## src/charger_third_trigger_source_cfg.svh

```systemverilog
// Offsets, field positions, codes, reset values and timing for stage three.
`ifndef CHARGER_THIRD_TRIGGER_SOURCE_CFG_SVH
`define CHARGER_THIRD_TRIGGER_SOURCE_CFG_SVH

// ----------------------------------------------------------------------
// Register map and reset values
// ----------------------------------------------------------------------
`define TRIGGER_CONFIG_OFFSET 8'h39
`define REPLY_CONFIG_OFFSET   8'h3a
`define TRIGGER_CONFIG_RESET  8'h00
`define REPLY_CONFIG_RESET    8'h00

// ----------------------------------------------------------------------
// Field positions
// ----------------------------------------------------------------------
`define TIMER_MODE_BIT   6
`define DELAY_SEL_MSB    5
`define DELAY_SEL_LSB    3
`define SOURCE_MSB       2
`define SOURCE_LSB       0
`define MAGNITUDE_MSB    7
`define MAGNITUDE_LSB    4
`define SELECT_MSB       3
`define SELECT_LSB       0

// ----------------------------------------------------------------------
// Stimulus sources and reply codes
// ----------------------------------------------------------------------
`define SRC_BUS_READY    3'h0
`define SRC_PLUS_ABOVE   3'h1
`define SRC_PLUS_WINDOW  3'h2
`define SRC_MINUS_ABOVE  3'h3
`define SRC_RSVD_A       3'h4
`define SRC_RSVD_B       3'h5
`define SRC_PLUS_ABOVE_B 3'h6
`define SRC_BUS_PRESENT  3'h7
`define REPLY_CLEAR      4'h0
`define REPLY_V_PLUS     4'h1
`define REPLY_V_MINUS    4'h2
`define REPLY_V_BOTH     4'h3
`define REPLY_R_PLUS     4'h4
`define REPLY_RSVD_A     4'h5
`define REPLY_D_PLUS     4'h6
`define REPLY_R_MINUS    4'h7
`define REPLY_RSVD_B     4'h8
`define REPLY_D_MINUS    4'h9
`define REPLY_BRIDGE     4'ha
`define REPLY_RSVD_C     4'hb
`define REPLY_D_BOTH     4'hc
`define REPLY_R_BOTH     4'hd
`define REPLY_PD_CTRL_A  4'he
`define REPLY_PD_CTRL_B  4'hf
`define MAGNITUDE_RSVD   4'hf

// ----------------------------------------------------------------------
// Timing
// ----------------------------------------------------------------------
`define CLK_HZ           25000000
`define MS_PER_S         1000
`define DELAY_MS_0       7'd0
`define DELAY_MS_1       7'd1
`define DELAY_MS_2       7'd5
`define DELAY_MS_3       7'd10
`define DELAY_MS_4       7'd20
`define DELAY_MS_5       7'd40
`define DELAY_MS_6       7'd80
`define DELAY_MS_7       7'd100
`endif

```

## src/charger_third_trigger_source_pkg.sv

```systemverilog
// Types shared by the stage-three stimulus and response logic.
package charger_third_trigger_source_pkg;
   typedef enum logic [2:0] {
      LINE_OPEN, LINE_RESET_PULLDOWN, LINE_VOLTAGE, LINE_RES_TO_GND,
      LINE_DIVIDER
   } line_mode_t;

   typedef struct packed {
      line_mode_t mode;
      logic [3:0] magnitude;
   } line_drive_t;

   typedef struct packed {
      logic bus_ready;
      logic bus_present;
      logic plus_above_thr;
      logic plus_above_floor;
      logic minus_above_thr;
   } line_sense_t;

   typedef struct packed {
      logic       third_timer_mode;
      logic [2:0] third_trigger_delay_sel;
      logic [2:0] third_trigger_source;
   } trigger_cfg_t;

   typedef struct packed {
      logic [3:0] third_reply_magnitude;
      logic [3:0] third_reply_select;
   } reply_cfg_t;

   typedef enum logic [2:0] {
      ST_IDLE, ST_WAIT_TRIGGER, ST_DELAY, ST_HOLD, ST_HOLD_WAIT
   } stage_state_t;
endpackage

```

## src/sense_sync.sv

```systemverilog
// Three-stage synchroniser for the analog comparator inputs.
`timescale 1ns/1ps
`default_nettype none
module sense_sync #(
   parameter int WIDTH = 5
) (
   input  wire logic             clk,
   input  wire logic             rst,
   input  wire logic [WIDTH-1:0] raw_in,
   output logic      [WIDTH-1:0] clean_out
);
   typedef struct packed {
      logic [WIDTH-1:0] s1;
      logic [WIDTH-1:0] s2;
      logic [WIDTH-1:0] s3;
      logic [WIDTH-1:0] out;
   } sync_t;

   sync_t sync_reg;
   sync_t sync_next;

   // ----------------------------------------------------------------------
   // Shift chain; a bit moves only once stages two and three agree.
   // ----------------------------------------------------------------------
   always_comb begin
      sync_next    = sync_reg;
      sync_next.s1 = raw_in;
      sync_next.s2 = sync_reg.s1;
      sync_next.s3 = sync_reg.s2;
      for (int i = 0; i < WIDTH; i++) begin
         if (sync_reg.s2[i] == sync_reg.s3[i]) begin
            sync_next.out[i] = sync_reg.s3[i];
         end
      end
   end

   // Register the whole chain.
   always_ff @(posedge clk or posedge rst) begin
      if (rst) begin
         sync_reg <= '0;
      end else begin
         sync_reg <= sync_next;
      end
   end

   assign clean_out = sync_reg.out;
endmodule
`default_nettype wire

```

## src/stim_timer.sv

```systemverilog
// Millisecond timer for the stimulus delay and hold time.
`timescale 1ns/1ps
`default_nettype none
module stim_timer #(
   parameter int CYCLES_PER_MS = 25000
) (
   input  wire logic       clk,
   input  wire logic       rst,
   input  wire logic       start,
   input  wire logic [6:0] duration_ms,
   output logic            expired
);
   localparam int SUB_W = $clog2(CYCLES_PER_MS);

   typedef struct packed {
      logic             running;
      logic [6:0]       ms_left;
      logic [SUB_W-1:0] sub;
      logic             expired;
   } timer_t;

   timer_t tmr_reg;
   timer_t tmr_next;

   // ----------------------------------------------------------------------
   // Count whole milliseconds; a zero duration expires on the next edge.
   // ----------------------------------------------------------------------
   always_comb begin
      tmr_next         = tmr_reg;
      tmr_next.expired = 1'b0;
      if (start) begin
         tmr_next.ms_left = duration_ms;
         tmr_next.sub     = SUB_W'(CYCLES_PER_MS - 1);
         tmr_next.running = (duration_ms != 7'd0);
         tmr_next.expired = (duration_ms == 7'd0);
      end else if (tmr_reg.running) begin
         if (tmr_reg.sub != '0) begin
            tmr_next.sub = tmr_reg.sub - SUB_W'(1);
         end else if (tmr_reg.ms_left == 7'd1) begin
            tmr_next.running = 1'b0;
            tmr_next.expired = 1'b1;
         end else begin
            tmr_next.ms_left = tmr_reg.ms_left - 7'd1;
            tmr_next.sub     = SUB_W'(CYCLES_PER_MS - 1);
         end
      end
   end

   // Register the timer state.
   always_ff @(posedge clk or posedge rst) begin
      if (rst) begin
         tmr_reg <= '0;
      end else begin
         tmr_reg <= tmr_next;
      end
   end

   assign expired = tmr_reg.expired;
endmodule
`default_nettype wire

```

## src/charger_third_trigger_source.sv

```systemverilog
// Stage-three stimulus detection, timing and response steering.
`timescale 1ns/1ps
`default_nettype none
`include "charger_third_trigger_source_cfg.svh"
module charger_third_trigger_source
   import charger_third_trigger_source_pkg::*;
#(
   parameter int CYCLES_PER_MS = `CLK_HZ / `MS_PER_S
) (
   input  wire logic        clk,
   input  wire logic        rst,
   input  wire logic        load_trigger_strobe,
   input  wire logic [7:0]  load_trigger_data,
   input  wire logic        load_reply_strobe,
   input  wire logic [7:0]  load_reply_data,
   input  wire logic        emu_reset,
   input  wire logic        stage_start,
   input  wire line_sense_t sense_raw,
   output logic      [7:0]  third_trigger_config,
   output logic      [7:0]  third_reply_config,
   output line_drive_t      plus_line_out,
   output line_drive_t      minus_line_out,
   output logic             line_bridge_on,
   output logic             threshold_in_use,
   output logic             stage_busy,
   output logic             stage_done
);
   typedef struct packed {
      line_drive_t plus;
      line_drive_t minus;
      logic        bridge;
   } lines_t;

   typedef struct packed {
      logic on_plus;
      logic on_minus;
      logic on_bridge;
   } targets_t;

   typedef struct packed {
      stage_state_t state;
      trigger_cfg_t trig;
      reply_cfg_t   reply;
      lines_t       lines;
      logic         done;
   } core_t;

   core_t       core_reg;
   core_t       core_next;
   line_sense_t sense;
   logic        trigger_hit;
   logic        timer_start;
   logic        timer_expired;
   logic [6:0]  delay_ms;

   // ----------------------------------------------------------------------
   // Decoding helpers
   // ----------------------------------------------------------------------

   function automatic logic [6:0] delay_of(input logic [2:0] sel);
      logic [6:0] ms;
      ms = `DELAY_MS_0;
      case (sel)
         3'h1: ms = `DELAY_MS_1;
         3'h2: ms = `DELAY_MS_2;
         3'h3: ms = `DELAY_MS_3;
         3'h4: ms = `DELAY_MS_4;
         3'h5: ms = `DELAY_MS_5;
         3'h6: ms = `DELAY_MS_6;
         3'h7: ms = `DELAY_MS_7;
         default: ms = `DELAY_MS_0;
      endcase
      return ms;
   endfunction

   // Which lines a reply code acts on; shared by apply and removal.
   function automatic targets_t targets_of(input logic [3:0] sel);
      targets_t t;
      t = '0;
      case (sel)
         `REPLY_V_PLUS, `REPLY_R_PLUS, `REPLY_D_PLUS: t.on_plus = 1'b1;
         `REPLY_V_MINUS, `REPLY_R_MINUS, `REPLY_D_MINUS: t.on_minus = 1'b1;
         `REPLY_V_BOTH, `REPLY_R_BOTH, `REPLY_D_BOTH: begin
            t.on_plus  = 1'b1;
            t.on_minus = 1'b1;
         end
         `REPLY_BRIDGE: t.on_bridge = 1'b1;
         default: t = '0;
      endcase
      return t;
   endfunction

   // Line mode that a reply code places on its targets.
   function automatic line_mode_t mode_of(input logic [3:0] sel);
      line_mode_t m;
      m = LINE_OPEN;
      case (sel)
         `REPLY_V_PLUS, `REPLY_V_MINUS, `REPLY_V_BOTH: m = LINE_VOLTAGE;
         `REPLY_R_PLUS, `REPLY_R_MINUS, `REPLY_R_BOTH: m = LINE_RES_TO_GND;
         `REPLY_D_PLUS, `REPLY_D_MINUS, `REPLY_D_BOTH: m = LINE_DIVIDER;
         default: m = LINE_OPEN;
      endcase
      return m;
   endfunction

   // Drop a reset pull-down from a line, leave anything else alone.
   function automatic line_drive_t drop_pulldown(input line_drive_t d);
      line_drive_t o;
      o = d;
      if (d.mode == LINE_RESET_PULLDOWN) begin
         o = '{mode: LINE_OPEN, magnitude: 4'h0};
      end
      return o;
   endfunction

   // Compute the line state after applying the programmed reply.
   function automatic lines_t apply_reply(input lines_t cur,
                                          input reply_cfg_t rp,
                                          input logic [2:0] src);
      lines_t      n;
      targets_t    t;
      line_drive_t d;
      n = cur;
      t = targets_of(rp.third_reply_select);
      d = '{mode: mode_of(rp.third_reply_select),
            magnitude: rp.third_reply_magnitude};
      if (t.on_plus) begin
         n.plus = d;
      end
      if (t.on_minus) begin
         n.minus = d;
      end
      if (t.on_bridge) begin
         n.bridge = 1'b1;
      end
      // with a one-line reply, the untouched pin keeps its pull-down only on source 000
      if ((t.on_plus ^ t.on_minus) && src != `SRC_BUS_READY) begin
         if (t.on_plus) begin
            n.minus = drop_pulldown(cur.minus);
         end else begin
            n.plus = drop_pulldown(cur.plus);
         end
      end
      if (rp.third_reply_select == `REPLY_CLEAR) begin
         n = '0;
      end
      // pull-down control replies act only on source 111
      if ((rp.third_reply_select == `REPLY_PD_CTRL_A ||
           rp.third_reply_select == `REPLY_PD_CTRL_B) &&
          src == `SRC_BUS_PRESENT) begin
         n.plus  = drop_pulldown(cur.plus);
         n.minus = drop_pulldown(cur.minus);
      end
      return n;
   endfunction

   // Remove what a reply placed, once its hold time is over.
   function automatic lines_t remove_reply(input lines_t cur,
                                           input reply_cfg_t rp);
      lines_t   n;
      targets_t t;
      n = cur;
      t = targets_of(rp.third_reply_select);
      if (t.on_plus) begin
         n.plus = '0;
      end
      if (t.on_minus) begin
         n.minus = '0;
      end
      if (t.on_bridge) begin
         n.bridge = 1'b0;
      end
      return n;
   endfunction

   // ----------------------------------------------------------------------
   // Comparator inputs and timer
   // ----------------------------------------------------------------------

   // The comparators sit in the analog domain, so they are synchronised.
   sense_sync #(
      .WIDTH($bits(line_sense_t))
   ) u_sync (
      .clk      (clk),
      .rst      (rst),
      .raw_in   (sense_raw),
      .clean_out(sense)
   );

   // Stimulus decode by source code.
   always_comb begin
      trigger_hit = 1'b0;
      case (core_reg.trig.third_trigger_source)
         // supply ready ahead of the power switch
         `SRC_BUS_READY: trigger_hit = sense.bus_ready;
         `SRC_PLUS_ABOVE, `SRC_PLUS_ABOVE_B:
            trigger_hit = sense.plus_above_thr;
         // window between fixed floor and threshold, D+ only
         `SRC_PLUS_WINDOW:
            trigger_hit = !sense.plus_above_thr && sense.plus_above_floor;
         `SRC_MINUS_ABOVE: trigger_hit = sense.minus_above_thr;
         // supply present after the power switch closed
         `SRC_BUS_PRESENT: trigger_hit = sense.bus_present;
         default: trigger_hit = 1'b0;
      endcase
   end

   assign delay_ms    = delay_of(core_reg.trig.third_trigger_delay_sel);
   assign timer_start = (core_reg.state == ST_WAIT_TRIGGER) && trigger_hit;

   stim_timer #(
      .CYCLES_PER_MS(CYCLES_PER_MS)
   ) u_timer (
      .clk        (clk),
      .rst        (rst),
      .start      (timer_start),
      .duration_ms(delay_ms),
      .expired    (timer_expired)
   );

   // ----------------------------------------------------------------------
   // Configuration loads and stage sequencing
   // ----------------------------------------------------------------------
   always_comb begin
      core_next      = core_reg;
      core_next.done = 1'b0;
      // reserved source codes are refused, other fields still load
      if (load_trigger_strobe) begin
         core_next.trig.third_timer_mode =
            load_trigger_data[`TIMER_MODE_BIT];
         core_next.trig.third_trigger_delay_sel =
            load_trigger_data[`DELAY_SEL_MSB:`DELAY_SEL_LSB];
         if (load_trigger_data[`SOURCE_MSB:`SOURCE_LSB] != `SRC_RSVD_A &&
             load_trigger_data[`SOURCE_MSB:`SOURCE_LSB] != `SRC_RSVD_B) begin
            core_next.trig.third_trigger_source =
               load_trigger_data[`SOURCE_MSB:`SOURCE_LSB];
         end
      end
      // reserved reply and magnitude codes are refused per field
      if (load_reply_strobe) begin
         if (load_reply_data[`SELECT_MSB:`SELECT_LSB] != `REPLY_RSVD_A &&
             load_reply_data[`SELECT_MSB:`SELECT_LSB] != `REPLY_RSVD_B &&
             load_reply_data[`SELECT_MSB:`SELECT_LSB] != `REPLY_RSVD_C) begin
            core_next.reply.third_reply_select =
               load_reply_data[`SELECT_MSB:`SELECT_LSB];
         end
         // magnitude 1111 is reserved in every table
         if (load_reply_data[`MAGNITUDE_MSB:`MAGNITUDE_LSB] !=
             `MAGNITUDE_RSVD) begin
            core_next.reply.third_reply_magnitude =
               load_reply_data[`MAGNITUDE_MSB:`MAGNITUDE_LSB];
         end
      end

      case (core_reg.state)
         ST_IDLE: begin
            if (stage_start) begin
               core_next.state = ST_WAIT_TRIGGER;
            end
         end
         ST_WAIT_TRIGGER: begin
            if (trigger_hit) begin
               // hold mode applies the reply on detection
               if (core_reg.trig.third_timer_mode) begin
                  core_next.lines = apply_reply(core_reg.lines,
                     core_reg.reply, core_reg.trig.third_trigger_source);
                  core_next.state = ST_HOLD;
               end else begin
                  core_next.state = ST_DELAY;
               end
            end
         end
         ST_DELAY: begin
            // delay mode applies the reply when the time is up
            if (timer_expired) begin
               core_next.lines = apply_reply(core_reg.lines,
                  core_reg.reply, core_reg.trig.third_trigger_source);
               core_next.state = ST_IDLE;
               core_next.done  = 1'b1;
            end
         end
         ST_HOLD: begin
            if (timer_expired) begin
               // supply sources never wait for removal
               if (core_reg.trig.third_trigger_source == `SRC_BUS_READY ||
                   core_reg.trig.third_trigger_source == `SRC_BUS_PRESENT)
               begin
                  core_next.state = ST_IDLE;
                  core_next.done  = 1'b1;
               end else if (!trigger_hit) begin
                  // remove reply once the stimulus has gone
                  core_next.lines = remove_reply(core_reg.lines,
                                                 core_reg.reply);
                  core_next.state = ST_IDLE;
                  core_next.done  = 1'b1;
               end else begin
                  core_next.state = ST_HOLD_WAIT;
               end
            end
         end
         ST_HOLD_WAIT: begin
            // reply stays until the stimulus goes away
            if (!trigger_hit) begin
               core_next.lines = remove_reply(core_reg.lines,
                                              core_reg.reply);
               core_next.state = ST_IDLE;
               core_next.done  = 1'b1;
            end
         end
         default: core_next.state = ST_IDLE;
      endcase

      // Emulation reset wins: both pull-downs on, any stage abandoned.
      if (emu_reset) begin
         core_next.lines.plus  = '{mode: LINE_RESET_PULLDOWN,
                                   magnitude: 4'h0};
         core_next.lines.minus = '{mode: LINE_RESET_PULLDOWN,
                                   magnitude: 4'h0};
         core_next.lines.bridge = 1'b0;
         core_next.state        = ST_IDLE;
         core_next.done         = 1'b0;
      end
   end

   // configuration clears to zero at reset
   always_ff @(posedge clk or posedge rst) begin
      if (rst) begin
         core_reg <= '0;
      end else begin
         core_reg <= core_next;
      end
   end

   // ----------------------------------------------------------------------
   // Outputs
   // ----------------------------------------------------------------------

   assign third_trigger_config = {1'b0, core_reg.trig};
   assign third_reply_config   = core_reg.reply;
   assign plus_line_out        = core_reg.lines.plus;
   assign minus_line_out       = core_reg.lines.minus;
   assign line_bridge_on       = core_reg.lines.bridge;
   assign stage_busy           = (core_reg.state != ST_IDLE);
   assign stage_done           = core_reg.done;
   assign threshold_in_use =
      core_reg.trig.third_trigger_source != `SRC_BUS_READY &&
      core_reg.trig.third_trigger_source != `SRC_BUS_PRESENT;
endmodule
`default_nettype wire

```

## config.mk

```make
export PLATFORM = sky130hd
export DESIGN_NAME = charger_third_trigger_source
export DESIGN_NICKNAME = d
export VERILOG_FILES = /design/src/charger_third_trigger_source_pkg.sv /design/src/sense_sync.sv /design/src/stim_timer.sv /design/src/charger_third_trigger_source.sv
export VERILOG_INCLUDE_DIRS = /design/src
export SDC_FILE = /design/constraint.sdc
export NUM_CORES = 1
export LEC_CHECK = 0
export BUFFER_PORTS_ARGS = -buffer_cell sky130_fd_sc_hd__buf_2
export CORE_ASPECT_RATIO = 1.5
export CORE_UTILIZATION = 50
export DETAILED_ROUTE_END_ITERATION = 12
export PLACE_DENSITY = 0.71
export SYNTH_ARGS = -nofsm -noshare
export SYNTH_HDL_FRONTEND = slang
export SYNTH_SLANG_ARGS = --single-unit
export TNS_END_PERCENT = 20
```

## constraint.sdc

```tcl
create_clock -name clk -period 3.09 [get_ports clk]
set_input_delay 0 -clock clk [delete_from_list [all_inputs] [get_ports clk]]
set_output_delay 0 -clock clk [all_outputs]
set_load 0.02 [all_outputs]
```

### After elaboration in Yosys (flattened, before gate mapping)

Memories as Yosys holds them, arrays and structs flattened.
Cells that the tools add are included.

* bits in registers: 78
* bits in read-only memories: 96
* input port bits: 27
* output and inout bits: 34
* logic and storage cells: 216
* memories kept: 2

* add/sub/neg operators: 2
* eq/ne operators: 62
* mux-type cells: 90
* bitwise operators: 2
* reductions and logical operators: 34

Memory list
* (name not given): depth 16, width 3, read ports 1, clocked after Yosys merged registers in 0, wr ports 0, RTL line charger_third_trigger_source.sv:97 `case (sel)`
* (name not given): depth 16, width 3, read ports 1, clocked after Yosys merged registers in 0, wr ports 0, RTL line charger_third_trigger_source.sv:97

Operator list (number)
* $mux 7: 14
* $mux 15: 6
* $mux 16: 5
* $pmux 15 s4: 1
* $mux 14: 4
* $pmux 7 s7: 1
* $mux 24: 2
* $mux 1: 42
* $mux 3: 10
* $ne 3x2->1 const B: 9
* $ne 3x3->1 const B: 9
* $eq 4x4->1 const B: 6
* $mux 22: 1
* $eq 3x3->1 const B: 7
* $reduce_and 10->1: 2
* $eq 3x2->1 const B: 6
* $eq 3x1->1 const B: 5
* $pmux 3 s5: 1
* $reduce_bool 15->1: 1
* $sub 15x1->15 const B: 1
* $eq 4x3->1 const B: 3
* $ne 4x4->1 const B: 3
* $reduce_and 12->1: 1
* $reduce_or 6->1: 2
* 26 further kinds: 48

### Logic depth before layout (Yosys ltp)

* depth after elaboration: 15
* depth in mapped cells: 9
* mapped depth without buffers: 8

### Hierarchy

A second synthesis with hierarchy kept.

* cells, all modules: 464
* area, all modules: 4535.6 µm²

Modules (own cells, without submodules)
* charger_third_trigger_source: instances 1, cells an instance 281, area an instance 2476.1 µm², sequential area each 850.8 µm²
* stim_timer: instances 1, cells an instance 152, area an instance 1461.4 µm², sequential area each 600.6 µm²
* sense_sync: instances 1, cells an instance 31, area an instance 598.1 µm², sequential area each 500.5 µm²

### Least setup slack after synthesis

Ideal clock, no wire load.

* path kind: reg2reg
* start: register core_reg (netlist bit third_trigger_config[2])
* end: register core_reg (netlist bit line_bridge_on)
* setup time: 0.125 ns
* arrival: 2.150 ns
* required time: 2.965 ns
* slack: 0.815 ns
* cell stages (with the launch flop): 8
* path buffers: 1
* clock period less this slack: 2.275 ns
* cell sequence: dfrtp_1 > buf_2 > and3_4 > a221o_1 > or3_4 > a31o_2 > o21ai_1 > mux2_2

* word-level cells in the longest chain between the ends: 5
* elaborated cells on any way between the ends: 14
* those cells by class: 9 x eq/ne; 1 x mux; 4 x reduce/logical

Ends and longest elaborated chain
* start: declaration: RTL line charger_third_trigger_source.sv:48 `core_t core_reg;`
* start signal: assignment: RTL line charger_third_trigger_source.sv:330 `core_reg <= core_next;`
* $eq 3x1->1 / $eq 3x3->1 (equally long branches): RTL line charger_third_trigger_source.sv:193 `case (core_reg.trig.third_trigger_source)`
* $reduce_or 2->1: RTL line charger_third_trigger_source.sv:193
* $pmux 1 s5: RTL line charger_third_trigger_source.sv:193
* $ne 3x3->1 (no line)
* $reduce_and 12->1 (no line) (*)

Mark *: on every way between the ends. The rest lies on a longest branch, timed or not.
A chain may end at the register's enable or synchronous reset.

### Final worst setup path

* start: register core_reg (netlist bit third_reply_config[0])
* end: register core_reg (netlist bit minus_line_out[1])

* word-level cells in the longest chain between the ends: 15
* elaborated cells on any way between the ends: 55
* those cells by class: 13 x eq/ne; 32 x mux; 2 x bitwise; 8 x reduce/logical

Ends and longest elaborated chain
* $eq 4x2->1 (tied with other cells): RTL line charger_third_trigger_source.sv:80 `case (sel)`
* $reduce_or 6->1 (no line)
* $mux 1: RTL line charger_third_trigger_source.sv:80
* $mux 1: RTL line charger_third_trigger_source.sv:264 `if (core_reg.trig.third_timer_mode) begin`
* $mux 1: RTL line charger_third_trigger_source.sv:262 `if (trigger_hit) begin`
* $mux 1: RTL line charger_third_trigger_source.sv:255 `case (core_reg.state)`
* $mux 7 / $xor 1x1->1 (equally long branches): RTL line charger_third_trigger_source.sv:130, charger_third_trigger_source.sv:137
* $mux 7 / $logic_and 1x1->1 (equally long branches)
* $mux 14: RTL line charger_third_trigger_source.sv:137 `` if ((t.on_plus ^ t.on_minus) && src != `SRC_BUS_READY) begin ``
* $mux 15: RTL line charger_third_trigger_source.sv:144 `` if (rp.third_reply_select == `REPLY_CLEAR) begin ``
* $mux 14: RTL line charger_third_trigger_source.sv:148 `` if ((rp.third_reply_select == `REPLY_PD_CTRL_A || ``
* $mux 15: RTL line charger_third_trigger_source.sv:264
* $mux 15: RTL line charger_third_trigger_source.sv:262
* $pmux 15 s4: RTL line charger_third_trigger_source.sv:255
* $mux 16: RTL line charger_third_trigger_source.sv:314 `if (emu_reset) begin`

Several ways; a longest one is shown, not always the timed one. The select of a mux whose other input is x is not followed.

==> impl_metrics.csv <==
group,metric,value,unit
placement,port_buffers,58,
synthesis,synth-simple-area-share,17.7,%
clock_network,htreeDepth,3,
critical_path,critPathBufInv,1,
die,dieArea,9430,sq um
die,coreArea,8780,sq um
timing,slew_viol_final,0,
synthesis,synth_xor_area_share,2.13,%
final_layout,num_antenna_cells,0,
timing,fmax,0.396,GHz
critical_path,ff2ff_setup_slack,570,ps
global_routing,grt_max_degree,38,
placement,dp.cells,613,
clock_network,cts_setup_buffers,0,
critical_path,end_kind,"register",
die,die_h,118,microns
die,die_w,79.6,microns
synthesis,synth_enable_flop_cells,0,
job,max_cap_viol_count,0,
clock_network,cts_sinks,78,
synthesis,synthCells,491,
critical_path,crit_path_start_kind,"register",
critical_path,r2r-end,"minus_line_out[1]",
synthesis,synth.top_cells.by_area,"dfrtp_1, buf_4, o21ai_0",
final_layout,finalNetCount,571,
power,swShare,37.4,%
clock_network,cts_tree,"yes",
timing,slew-limit-headroom,43.3,%
outcome,status,"complete, no violations",
critical_path,critPathMaxFanout,11,
critical_path,critical_path.reg2reg.startpoint,"third_reply_config[0]",
synthesis,synth-compound-area-share,21.8,%
placement,placed_cell_area,4680,sq um
timing,min_period,2520,ps
timing,hold_viol_final,0,
route,wirelength,10700,microns
global_routing,grt_pass1_vias,3678,
die,start_util,51.5,%
synthesis,post_synth_fa_ha_maj_area_fraction,3.82,%
timing,tns,0,ps
global_routing,antenna_found_initial,0,
clock_network,cts_buffers,9,
route,first_pass_iters,5,
timing,fin_worst_skew,6.88,ps
synthesis,synth_top_area_share,43.2,%
clock_network,clockBufferDepth,2,
synthesis,synth-main-ff-cell,"dfrtp_1",
critical_path,slowest_stage,"dfrtp_1",
min_path,hold_class,"input pin to register",
power,power.switching,1.33,mW
global_routing,track_usage,23.9,%
synthesis,synth.area.mux_share,2.44,%
route,vias,3880,
clock_network,ctsHoldBuffers,21,
global_routing,grt_overflow,0,
critical_path,worstPathRequired,3310,ps
synthesis,synthArstFlopShare,100,%
timing,post-route-period-util,81.6,%
timing,worst_slew_pin_slew,844,ps
power,power.leakage,2.24,nW
timing,setup_viol,0,
final_layout,final_area,5160,sq um
min_path,worstHoldStart,"load_reply_data[2]",
critical_path,rr_worst_depth,8,
critical_path,cp_slowest_stage_delay,450,ps
synthesis,yosysUniqueCellTypes,67,
route,drcViolationCount,0,
placement,hpwlAfterDp,7680,microns
global_routing,grt_pass1_wl,17400,microns
synthesis,synth_top_family_by_area,"compound AO/OA/AOI/OAI gates",
placement,gp_congestion,0.943,
clock_network,clk_pin_slew_worst_paths,60,ps
min_path,whs_endpoint,"third_reply_config[3]",
critical_path,critical_path.cell_chain,"inv_1, ha_1, nor2b_1, o32a_1, or3_1, nand4_1, o2111ai_1, a22o_1",
synthesis,synth.most_common_cell,"dfrtp_1",
route,routed_via_density,5.97,
timing,hold_slack,27.6,ps
power,p_total,3.55,mW
timing,rsz0062_at_grt,"false",
power,p_comb_share,31.0,%
final_layout,syn_to_final_growth,14.3,%
clock_network,clkLatencyLatePin,340,ps
placement,place_ws,561,ps
critical_path,crit_arrival,2750,ps
synthesis,ys_seq_area_share,43.2,%
synthesis,yosys-top-cells-count,"dfrtp_1, nor2_1, o21ai_0",
clock_network,root_buffer,"clkbuf_16",
final_layout,largest_reg_flops,23,
route,first_iter_violations,166,
min_path,whs_path_depth,3,
clock_network,post_cts_resize_count,0,
final_layout,postLayoutCoreUtil,58.9,%
critical_path,cp.depth,8,
die,row_count,42,
power,p_clk_share,27.4,%
power,pwr-share-seq,41.6,%
power,power.internal,2.22,mW
synthesis,synth_seq_cells,78,
synthesis,yosysTopAreaCell,"dfrtp_1",
die,pin_count,61,
route,post_drt_wl_per_cell,16.5,microns
critical_path,cp_top_family,"compound AO/OA/AOI/OAI gates",
power,vdd_drop_max,0.473,mV
synthesis,synth_warnings,0,
route,ant_nets,0,
synthesis,syn_area,4520,sq um
synthesis,synth_area_per_cell,9.21,sq um
timing,finalWorstSetupSlack,568,ps
final_layout,layout.cells.non_filler,650,
synthesis,synth_fp_nets,527,
power,powerDensity,688,nW/um^2
critical_path,crit_type,"register to register",
final_layout,drive_gt1_share,18.7,%
## routing by layer
| layer | routed length (microns) | global-route usage (%) | vias to the layer above |
|---|---|---|---|
| met1 | 4220 | 25.9 | 1887 |
| met2 | 5880 | 42.9 | 109 |
| met4 | 326 | 13.4 | 0 |
| met5 | 0 | 0 | - |
| met3 | 312 | 3.55 | 23 |
| li1 | - | - | 1861 |
## power by group through the flow
stage / logic, mW / clock network [mW] / registers [mW]
detailed placement: 1.07 / 0 / 1.48
global placement: 1.04 / 0 / 1.47
CTS: 1.10 / 0.999 / 1.47
finish: 1.10 / 0.974 / 1.48
global route: 1.22 / 1.03 / 1.50
floorplan: 0.923 / 0 / 1.39
## how the worst max path moves through the flow
| stage | start | endpoint | slack, ps |
|---|---|---|---|
| 6_report | third_reply_config[0] | minus_line_out[1] | 570 |
| 5_1_grt | third_reply_config[1] | plus_line_out[5] | 380 |
| 4_1_cts | third_reply_config[1] | plus_line_out[5] | 570 |
| 3_5_place_dp | third_reply_config[1] | plus_line_out[5] | 560 |
| 3_3_place_gp | third_trigger_config[2] | line_bridge_on | 630 |
| 2_1_floorplan | third_trigger_config[2] | line_bridge_on | 820 |
## kinds of logic (layout without fill, tap and decap cells)
family,after synthesis,count (layout)
AOI/OAI and AO/OA,147,147
xor gates and xnor gates,11,11
adders and majority gates,15,15
buffers and inverters,75,124
DFF,78,78
muxes,10,10
other,1,1
and+or+nand+nor,154,154
## area by class of cell
type,count,area [sq um]
inverters,22,82.6
well taps,110,138
flip-flops and latches,78,1950
clock inverters,6,43.8
fillers,752,3610
clock buffers,10,229
repair buffers,86,553
multi-input cells,338,2170
## placed cells by master (no fill, tap or decap), types with 10 or more instances in the layout
cell           Yosys  final
dfrtp_1           78     78
buf_2              6     58
o21ai_0           35     35
nor2_1            35     35
a21oi_1           33     33
nand2_1           30     30
inv_1             22     21
nor3_1            21     21
dlygate4sd3_1      0     21
nand3_1           12     12
nand2b_1          11     11
a31oi_1           10     10
## tightest hold or removal path: cells and delay by family
kind	cells	cell delay, ps
buf+inv	1	110
compound gates	2	210
Note: power is estimated with default switching activity, not from simulation.
